[config.mk]
export PLATFORM = sky130hd
export DESIGN_NAME = asqwm_core
export DESIGN_NICKNAME = d
export VERILOG_FILES = /design/src/asqwm_pkg.sv /design/src/asqwm_core.sv
export VERILOG_INCLUDE_DIRS = /design/src
export SDC_FILE = /design/constraint.sdc
export NUM_CORES = 1
export LEC_CHECK = 0
export BUFFER_PORTS_ARGS = -buffer_cell sky130_fd_sc_hd__buf_2
export CAP_MARGIN = 10
export CORE_MARGIN = 10
export CORE_UTILIZATION = 50
export DETAILED_ROUTE_END_ITERATION = 7
export HOLD_SLACK_MARGIN = 0.08
export PLACE_DENSITY_LB_ADDON = 0.08
export SLEW_MARGIN = 20
export SYNTH_ARGS = -nofsm -noshare
export SYNTH_HDL_FRONTEND = slang
export SYNTH_SLANG_ARGS = --single-unit
[constraint.sdc]
create_clock -name ref_clk -period 6.5 [get_ports ref_clk]
set_input_delay 0.65 -clock ref_clk [delete_from_list [all_inputs] [get_ports ref_clk]]
set_output_delay 0.65 -clock ref_clk [all_outputs]
set_load 0.02 [all_outputs]
[src/asqwm_defs.svh]
// Register offsets, field positions and codes for the converter sequencer and window monitor.
`ifndef ASQWM_DEFS_SVH
`define ASQWM_DEFS_SVH
`define ASQWM_OFF_CONTROL_C     8'h00
`define ASQWM_OFF_AVERAGING_CONTROL   8'h04
`define ASQWM_OFF_INPUTCTRL 8'h08
`define ASQWM_OFF_SEQEN     8'h0C
`define ASQWM_OFF_SEQUENCE_STATUS 8'h10
`define ASQWM_OFF_RESULT    8'h14
`define ASQWM_OFF_WINLOW    8'h18
`define ASQWM_OFF_WINHIGH   8'h1C
`define ASQWM_OFF_INTERRUPT_FLAGS   8'h20
`define ASQWM_OFF_INTMASK   8'h24
`define ASQWM_OFF_SWTRIG    8'h28
`define ASQWM_SAMP_4        4'h2
`define ASQWM_SAMP_16       4'h4
`define ASQWM_SAMP_64       4'h6
`define ASQWM_SAMP_256      4'h8
`define ASQWM_INT_RESULT_READY_FLAG    0
`define ASQWM_INT_WINMATCH  1
`define ASQWM_RESP_OKAY     2'h0
`define ASQWM_RESP_SLVERR   2'h2
`endif

[src/asqwm_pkg.sv]
// Types shared by the converter sequencer and window monitor.
package asqwm_pkg;
    typedef enum logic [2:0] {
        ASQWM_WIN_OFF     = 3'h0,
        ASQWM_WIN_ABOVE   = 3'h1,
        ASQWM_WIN_BELOW   = 3'h2,
        ASQWM_WIN_INSIDE  = 3'h3,
        ASQWM_WIN_OUTSIDE = 3'h4
    } asqwm_win_mode_t;
    typedef enum logic [1:0] {
        ASQWM_RES_12 = 2'h0,
        ASQWM_RES_16 = 2'h1,
        ASQWM_RES_10 = 2'h2,
        ASQWM_RES_8  = 2'h3
    } asqwm_res_t;
    typedef enum logic [1:0] {
        ASQWM_IDLE = 2'b00,
        ASQWM_CONV = 2'b01,
        ASQWM_NEXT = 2'b10
    } asqwm_state_t;
    typedef struct packed {
        logic        start;
        logic [4:0]  pos_sel;
        logic [4:0]  neg_sel;
        logic        diff;
    } asqwm_conv_req_t;
    typedef struct packed {
        logic        done;
        logic [15:0] value;
    } asqwm_conv_res_t;
endpackage

[src/asqwm_core.sv]
// Converter sequencer, window monitor and AXI4-Lite register slave.
`timescale 1ns/1ps
`include "asqwm_defs.svh"
module asqwm_core
    import asqwm_pkg::*;
(
    // Clock and reset.
    input  wire logic        ref_clk,
    input  wire logic        rst,
    // AXI4-Lite slave.
    input  wire logic [7:0]  s_axi_awaddr,
    input  wire logic        s_axi_awvalid,
    output logic             s_axi_awready,
    input  wire logic [31:0] s_axi_wdata,
    input  wire logic [3:0]  s_axi_wstrb,
    input  wire logic        s_axi_wvalid,
    output logic             s_axi_wready,
    output logic [1:0]       s_axi_bresp,
    output logic             s_axi_bvalid,
    input  wire logic        s_axi_bready,
    input  wire logic [7:0]  s_axi_araddr,
    input  wire logic        s_axi_arvalid,
    output logic             s_axi_arready,
    output logic [31:0]      s_axi_rdata,
    output logic [1:0]       s_axi_rresp,
    output logic             s_axi_rvalid,
    input  wire logic        s_axi_rready,
    // Trigger pin and analog core.
    input  wire logic        start_trig,
    output asqwm_conv_req_t  conv_req,
    input  wire asqwm_conv_res_t conv_res,
    // Interrupt.
    output logic             irq
);
    // Trigger pin is asynchronous, so it is synchronised before edge detection.
    logic trig_s1_q, trig_s2_q, trig_s3_q;
    always_ff @(posedge ref_clk) begin
        if (rst) begin
            trig_s1_q <= 1'b0;
            trig_s2_q <= 1'b0;
            trig_s3_q <= 1'b0;
        end else begin
            trig_s1_q <= start_trig;
            trig_s2_q <= trig_s1_q;
            trig_s3_q <= trig_s2_q;
        end
    end

    // Register state.
    asqwm_win_mode_t win_mode_q, win_mode_d;
    asqwm_res_t      res_sel_q, res_sel_d;
    logic [3:0]  samp_q, samp_d;
    logic [2:0]  shift_q, shift_d;
    logic        diff_q, diff_d;
    logic [4:0]  pos_q, pos_d, neg_q, neg_d;
    logic [31:0] seq_en_q, seq_en_d;
    logic [15:0] win_lo_q, win_lo_d, win_hi_q, win_hi_d;
    logic [1:0]  flag_q, flag_d, mask_q, mask_d;
    logic [15:0] result_q, result_d;
    logic        busy_q, busy_d;
    logic [4:0]  cur_q, cur_d;
    logic [4:0]  last_q, last_d;
    logic [4:0]  seq_neg_q, seq_neg_d;
    logic        seq_diff_q, seq_diff_d;
    logic [31:0] pend_q, pend_d;
    logic        winchk_q, winchk_d;
    asqwm_state_t st_q, st_d;
    logic        aw_q, aw_d, w_q, w_d, bv_q, bv_d, rv_q, rv_d;
    logic [7:0]  awa_q, awa_d;
    logic [31:0] wd_q, wd_d, rd_q, rd_d;
    logic [1:0]  bresp_q, bresp_d, rresp_q, rresp_d;
    logic        sw_start;

    // Lowest pending input index; each stage defers to the stages above it when its bit is clear.
    logic [4:0] low_idx [0:32];
    assign low_idx[32] = 5'h00;
    genvar gi;
    generate
        for (gi = 0; gi < 32; gi++) begin : g_prio
            assign low_idx[gi] = pend_q[gi] ? 5'(gi) : low_idx[gi+1];
        end
    endgenerate

    // Mask and sign-extend at the chosen resolution.
    function automatic logic signed [16:0] asqwm_fit(input logic [15:0] v, input asqwm_res_t r,
                                                    input logic sgn);
        logic signed [16:0] o;
        o = '0;
        unique case (r)
            ASQWM_RES_8:  o = {sgn ? {9{v[7]}} : 9'h000, v[7:0]};
            ASQWM_RES_10: o = {sgn ? {7{v[9]}} : 7'h00, v[9:0]};
            ASQWM_RES_12: o = {sgn ? {5{v[11]}} : 5'h00, v[11:0]};
            ASQWM_RES_16: o = {sgn ? v[15] : 1'b0, v};
        endcase
        return o;
    endfunction

    logic signed [16:0] cmp_r, cmp_lo, cmp_hi;
    logic               win_hit;
    // Signed only for a differential conversion; both sides use the same extension.
    always_comb begin
        cmp_r  = asqwm_fit(result_q, res_sel_q, seq_diff_q);
        cmp_lo = asqwm_fit(win_lo_q, res_sel_q, seq_diff_q);
        cmp_hi = asqwm_fit(win_hi_q, res_sel_q, seq_diff_q);
        unique case (win_mode_q)
            ASQWM_WIN_ABOVE:   win_hit = cmp_r > cmp_lo;
            ASQWM_WIN_BELOW:   win_hit = cmp_r < cmp_hi;
            ASQWM_WIN_INSIDE:  win_hit = (cmp_r > cmp_lo) && (cmp_r < cmp_hi);
            ASQWM_WIN_OUTSIDE: win_hit = (cmp_r < cmp_lo) || (cmp_r > cmp_hi);
            default:           win_hit = 1'b0;
        endcase
    end

    // AXI4-Lite channel handling; address and data are latched in either order.
    logic wr_go, rd_go;
    assign s_axi_awready = !aw_q && !bv_q;
    assign s_axi_wready  = !w_q && !bv_q;
    assign s_axi_arready = !rv_q;
    assign wr_go = aw_q && w_q && !bv_q;
    assign rd_go = s_axi_arvalid && s_axi_arready;
    assign sw_start = wr_go && (awa_q == `ASQWM_OFF_SWTRIG) && wd_q[0];

    always_comb begin
        aw_d = aw_q; w_d = w_q; bv_d = bv_q; rv_d = rv_q;
        awa_d = awa_q; wd_d = wd_q; rd_d = rd_q;
        bresp_d = bresp_q; rresp_d = rresp_q;
        if (s_axi_awvalid && s_axi_awready) begin
            aw_d  = 1'b1;
            awa_d = s_axi_awaddr;
        end
        if (s_axi_wvalid && s_axi_wready) begin
            w_d  = 1'b1;
            wd_d = s_axi_wdata;
        end
        if (wr_go) begin
            aw_d = 1'b0;
            w_d  = 1'b0;
            bv_d = 1'b1;
            bresp_d = (awa_q <= `ASQWM_OFF_SWTRIG && awa_q[1:0] == 2'h0 && awa_q != `ASQWM_OFF_SEQUENCE_STATUS
                       && awa_q != `ASQWM_OFF_RESULT) ? `ASQWM_RESP_OKAY : `ASQWM_RESP_SLVERR;
        end
        if (bv_q && s_axi_bready) bv_d = 1'b0;
        if (rv_q && s_axi_rready) rv_d = 1'b0;
        if (rd_go) begin
            rv_d = 1'b1;
            rresp_d = `ASQWM_RESP_OKAY;
            unique case (s_axi_araddr)
                `ASQWM_OFF_CONTROL_C:     rd_d = {27'h0, res_sel_q, win_mode_q};
                `ASQWM_OFF_AVERAGING_CONTROL:   rd_d = {25'h0, shift_q, samp_q};
                `ASQWM_OFF_INPUTCTRL: rd_d = {20'h0, diff_q, 1'b0, neg_q, pos_q};
                `ASQWM_OFF_SEQEN:     rd_d = seq_en_q;
                `ASQWM_OFF_SEQUENCE_STATUS: rd_d = {24'h0, busy_q, 2'h0, last_q};
                `ASQWM_OFF_RESULT:    rd_d = {16'h0, result_q};
                `ASQWM_OFF_WINLOW:    rd_d = {16'h0, win_lo_q};
                `ASQWM_OFF_WINHIGH:   rd_d = {16'h0, win_hi_q};
                `ASQWM_OFF_INTERRUPT_FLAGS:   rd_d = {30'h0, flag_q};
                `ASQWM_OFF_INTMASK:   rd_d = {30'h0, mask_q};
                `ASQWM_OFF_SWTRIG:    rd_d = 32'h0000_0000;
                default: begin
                    rd_d    = 32'h0000_0000;
                    rresp_d = `ASQWM_RESP_SLVERR;
                end
            endcase
        end
    end

    always_ff @(posedge ref_clk) begin
        if (rst) begin
            aw_q <= 1'b0; w_q <= 1'b0; bv_q <= 1'b0; rv_q <= 1'b0;
            awa_q <= 8'h00; wd_q <= 32'h0000_0000; rd_q <= 32'h0000_0000;
            bresp_q <= 2'h0; rresp_q <= 2'h0;
        end else begin
            aw_q <= aw_d; w_q <= w_d; bv_q <= bv_d; rv_q <= rv_d;
            awa_q <= awa_d; wd_q <= wd_d; rd_q <= rd_d;
            bresp_q <= bresp_d; rresp_q <= rresp_d;
        end
    end
    assign s_axi_bvalid = bv_q;
    assign s_axi_bresp  = bresp_q;
    assign s_axi_rvalid = rv_q;
    assign s_axi_rdata  = rd_q;
    assign s_axi_rresp  = rresp_q;

    // Configuration registers; any nonzero strobe writes the whole word, an all-zero strobe writes nothing.
    always_comb begin
        win_mode_d = win_mode_q; res_sel_d = res_sel_q; samp_d = samp_q; shift_d = shift_q;
        diff_d = diff_q; pos_d = pos_q; neg_d = neg_q; seq_en_d = seq_en_q;
        win_lo_d = win_lo_q; win_hi_d = win_hi_q; mask_d = mask_q;
        if (wr_go && s_axi_wstrb != 4'h0) begin
            unique case (awa_q)
                `ASQWM_OFF_CONTROL_C: begin
                    win_mode_d = asqwm_win_mode_t'(wd_q[2:0]);
                    res_sel_d  = asqwm_res_t'(wd_q[4:3]);
                end
                `ASQWM_OFF_AVERAGING_CONTROL: begin
                    samp_d  = wd_q[3:0];
                    shift_d = wd_q[6:4];
                end
                `ASQWM_OFF_INPUTCTRL: begin
                    pos_d  = wd_q[4:0];
                    neg_d  = wd_q[9:5];
                    diff_d = wd_q[11];
                end
                `ASQWM_OFF_SEQEN:   seq_en_d = wd_q;
                `ASQWM_OFF_WINLOW:  win_lo_d = wd_q[15:0];
                `ASQWM_OFF_WINHIGH: win_hi_d = wd_q[15:0];
                `ASQWM_OFF_INTMASK: mask_d   = wd_q[1:0];
                default: ;
            endcase
        end
    end

    // Sequencer; the negative input and mode are frozen for the whole sequence.
    always_comb begin
        st_d = st_q; busy_d = busy_q; cur_d = cur_q; last_d = last_q; pend_d = pend_q;
        seq_neg_d = seq_neg_q; seq_diff_d = seq_diff_q; result_d = result_q; winchk_d = 1'b0;
        flag_d = flag_q;
        unique case (st_q)
            ASQWM_IDLE: begin
                if (sw_start || (trig_s2_q && !trig_s3_q)) begin
                    busy_d     = 1'b1;
                    seq_neg_d  = neg_q;
                    seq_diff_d = diff_q;
                    pend_d     = (seq_en_q != 32'h0) ? seq_en_q : 32'h0;
                    cur_d      = pos_q;
                    st_d       = (seq_en_q != 32'h0) ? ASQWM_NEXT : ASQWM_CONV;
                end
            end
            ASQWM_NEXT: begin
                cur_d = low_idx[0];
                pend_d[low_idx[0]] = 1'b0;
                st_d  = ASQWM_CONV;
            end
            ASQWM_CONV: begin
                if (conv_res.done) begin
                    result_d = conv_res.value;
                    last_d   = cur_q;
                    winchk_d = 1'b1;
                    if (pend_q != 32'h0) begin
                        st_d = ASQWM_NEXT;
                    end else begin
                        st_d   = ASQWM_IDLE;
                        busy_d = 1'b0;
                    end
                end
            end
            default: st_d = ASQWM_IDLE;
        endcase
        // Write-one clears; a hardware set in the same cycle wins.
        if (wr_go && awa_q == `ASQWM_OFF_INTERRUPT_FLAGS) flag_d = flag_d & ~wd_q[1:0];
        if (st_q == ASQWM_CONV && conv_res.done) flag_d[`ASQWM_INT_RESULT_READY_FLAG] = 1'b1;
        if (winchk_q && win_hit) flag_d[`ASQWM_INT_WINMATCH] = 1'b1;
    end

    always_ff @(posedge ref_clk) begin
        if (rst) begin
            win_mode_q <= ASQWM_WIN_OFF; res_sel_q <= ASQWM_RES_12;
            samp_q <= 4'h0; shift_q <= 3'h0; diff_q <= 1'b0;
            pos_q <= 5'h00; neg_q <= 5'h00; seq_en_q <= 32'h0000_0000;
            win_lo_q <= 16'h0000; win_hi_q <= 16'h0000; mask_q <= 2'h0;
            st_q <= ASQWM_IDLE; busy_q <= 1'b0; cur_q <= 5'h00; last_q <= 5'h00;
            pend_q <= 32'h0000_0000; seq_neg_q <= 5'h00; seq_diff_q <= 1'b0;
            result_q <= 16'h0000; winchk_q <= 1'b0; flag_q <= 2'h0;
        end else begin
            win_mode_q <= win_mode_d; res_sel_q <= res_sel_d;
            samp_q <= samp_d; shift_q <= shift_d; diff_q <= diff_d;
            pos_q <= pos_d; neg_q <= neg_d; seq_en_q <= seq_en_d;
            win_lo_q <= win_lo_d; win_hi_q <= win_hi_d; mask_q <= mask_d;
            st_q <= st_d; busy_q <= busy_d; cur_q <= cur_d; last_q <= last_d;
            pend_q <= pend_d; seq_neg_q <= seq_neg_d; seq_diff_q <= seq_diff_d;
            result_q <= result_d; winchk_q <= winchk_d; flag_q <= flag_d;
        end
    end

    // Request to the analog core; start is high for one cycle per conversion.
    logic start_q;
    always_ff @(posedge ref_clk) begin
        if (rst) start_q <= 1'b0;
        else     start_q <= (st_d == ASQWM_CONV) && (st_q != ASQWM_CONV);
    end
    assign conv_req.start   = start_q;
    assign conv_req.pos_sel = cur_q;
    assign conv_req.neg_sel = seq_neg_q;
    assign conv_req.diff    = seq_diff_q;
    assign irq = |(flag_q & mask_q);
endmodule

==> impl_metrics.ini <==
[grt]
grt_remaining_overflow = 0
antenna_found_initial = 0
first_global_vias = 9860
grt_pass1_wl_um = 57400
grt_max_degree = 149
grt_usage_pct = 24.7

[power]
total_power_uw = 3280
power.density_mw_per_mm2 = 253
peakVddDrop_uv = 175
p_leak_uw = 0.00490

[detailed_routing]
wl_um = 37100
antenna_left = 0
drt_iter0_markers = 1007
drc_errors = 0
viasPerCell = 5.86
drt-wirelength-per-cell_um = 20.7
first_pass_iters = 5
vias = 10500

[synthesis]
synthFlopType = dfxtp_1
synth-seq-area-share_pct = 42.6
synth_top_cell_by_area = dfxtp_1
synth_most_common_cell = nand2_1
synth_area_sq_mm = 0.0113
syn_area_per_cell_sq_um = 8.06
ys_top_cells_by_count = 301 x nand2_1, 241 x dfxtp_1, 194 x a21oi_1
synth.top_cells.by_area = dfxtp_1 43%, nand2_1 10%, a21oi_1 8.6%
synth_top_area_share_pct = 42.6
synth_cells = 1406
ys_seq_elements = 241
ys.warnings.count = 0
synth_cell_types = 69
synth-edff-count = 0
ys_async_sr_fraction_pct = 0

[timing]
rsz0062_at_grt = false
tightest_slew_ps = 1050
min_period_ps = 3840
slew_violations = 0
hold_viol_final = 0
clock_skew_ps = 13.2
timing.hold.ws_ps = 303
setup_viol = 0
fmax_ghz = 0.260
tns_ps = 0
finalCritPeriodShare_pct = 59.1
max-slew-margin-rel_pct = 30.0

[floorplan]
row_count = 55
ios = 131
placeableCoreArea_sq_mm = 0.0224
start_util_pct = 50.5
die-area_sq_mm = 0.0291
die_x_um = 171
die_h_um = 171

[layout]
layout.nets = 1598
stdcell_count = 1792
drive_gt1_share_pct = 14.2
area_growth_pct = 14.4
finalInstanceArea_sq_mm = 0.0130
n_antenna_cell = 0

[clock_tree]
clkTransAtPathRegs_ps = 60
cts_buffer_depth = 3
clock_latency_ps = 540
ctsResizeCount = 0
root_buffer = clkbuf_16
cts_tree = built
cts_buffers = 27
holdBufCountCts = 0
post_cts_buffers = 0
cts_max_level = 1
clock-sinks = 241

[worst_setup_path]
cp-end-kind = register
ff2ff_path_depth = 14
worst_path_max_delay_cell = dfxtp_1
r2r_slack_ps = 2660
timing.rr.start = res_sel_q[0]
cp.required_ps = 6920
cp-start-kind = register
crit_family = simple AND/OR/NAND/NOR gates
r2r_end = flag_q[1]
crit_top_cell = a21oi_1
crit_type = reg2reg
path_cells = nor2_1, a22o_1, a21oi_1, a21oi_1, nor2_1, a21oi_1, ha_1, nand4_1, or3b_2, or3_1, nand3_1, a21oi_1, o2111ai_1, o21ai_0
crit_arrival_ps = 4260
crit_fanout = 24
path_buf_inv = 0
cpPeakStageDelay_ps = 800

[place]
place.gp.congestion = 0.910
dpl.cell_count = 1743
dp_hpwl_um = 26400
port_buffers = 128
place_area_sq_mm = 0.0120

[hold_path]
hold_path_end = s_axi_rvalid
hold_depth = 2
hold_class = in2reg
holdCritStartpoint = s_axi_rready

[run_status]
status = finished, final reports clean

[job]
maxCapViolations = 0
area by class of cell:
cell class / count / area (sq um)
repair buffers: 139 / 742
well taps: 285 / 357
fillers: 2173 / 9480
clock inverters: 10 / 109
inverters: 34 / 128
clock buffers: 39 / 801
multi-input cells: 1044 / 6000
flip-flops and latches: 241 / 4820
where the power goes:
part / switching, uW / internal, uW / total, uW
clock network: 619 / 931 / 1550
logic: 130 / 62.9 / 193
registers: 32.7 / 1500 / 1530
through the flow:
step / utilization [%] / setup WS, ps
after floorplan: - / 3550
after global placement: 53.7 / 2790
after detailed placement: 53.7 / 2650
after CTS: 57.7 / 2630
after global routing: 57.8 / 2260
final: 57.8 / 2660
registers in the layout, indices dropped and copies added, names as in the netlist, 8 cells and up:
register     cells
result_q        16
win_lo_q        16
s_axi_rdata     32
win_hi_q        16
awa_q            8
pend_q          32
wd_q            32
seq_en_q        32
placed cells by master, fill, tap and decap left out, types with 12 or more instances in the layout:
cell type / n
o211ai_1: 16
nand2_1: 300
a21oi_1: 194
mux2i_1: 68
nor3_1: 19
ha_1: 34
a22oi_1: 41
nor2_1: 117
nand2b_1: 12
inv_1: 34
dfxtp_1: 241
nand3_1: 28
o21ai_0: 23
buf_2: 127
clkbuf_16: 27
nor4_1: 19
worst max path at each step:
stage / from / endpoint / cells after the start
6_report: res_sel_q[0] / flag_q[1] / 14
5_1_grt: res_sel_q[0] / flag_q[1] / 14
4_1_cts: res_sel_q[0] / flag_q[1] / 14
3_5_place_dp: res_sel_q[0] / flag_q[1] / 14
3_3_place_gp: res_sel_q[0] / flag_q[1] / 14
2_1_floorplan: res_sel_q[1] / flag_q[1] / 14
kinds of logic after synthesis:
family / count (synthesis) / synth area share (%)
flip-flops: 241 / 42.6
AO/OA/AOI/OAI: 366 / 20.3
adder cells (fa/ha/maj): 34 / 3.76
multiplexers: 70 / 6.21
other: 1 / 0.0331
buffers and inverters: 122 / 4.65
AND/OR/NAND/NOR: 572 / 22.4
layer usage:
metal	global-route usage (%)	part of all wire [%]
met1	36.2	46
met2	36.8	43
met3	4.17	8.5
met4	5.87	2.4
met5	0	0
worst register-to-register path, cell delays in order, from the launching register on:
cell       delay, ps
dfxtp_1          800
nor2_1           180
a22o_1           240
a21oi_1          340
a21oi_1           70
nor2_1           250
a21oi_1          110
ha_1             330
nand4_1          110
or3b_2           480
or3_1            380
nand3_1           90
a21oi_1           60
o2111ai_1        200
o21ai_0          100
(Power assumes the default switching activity.)
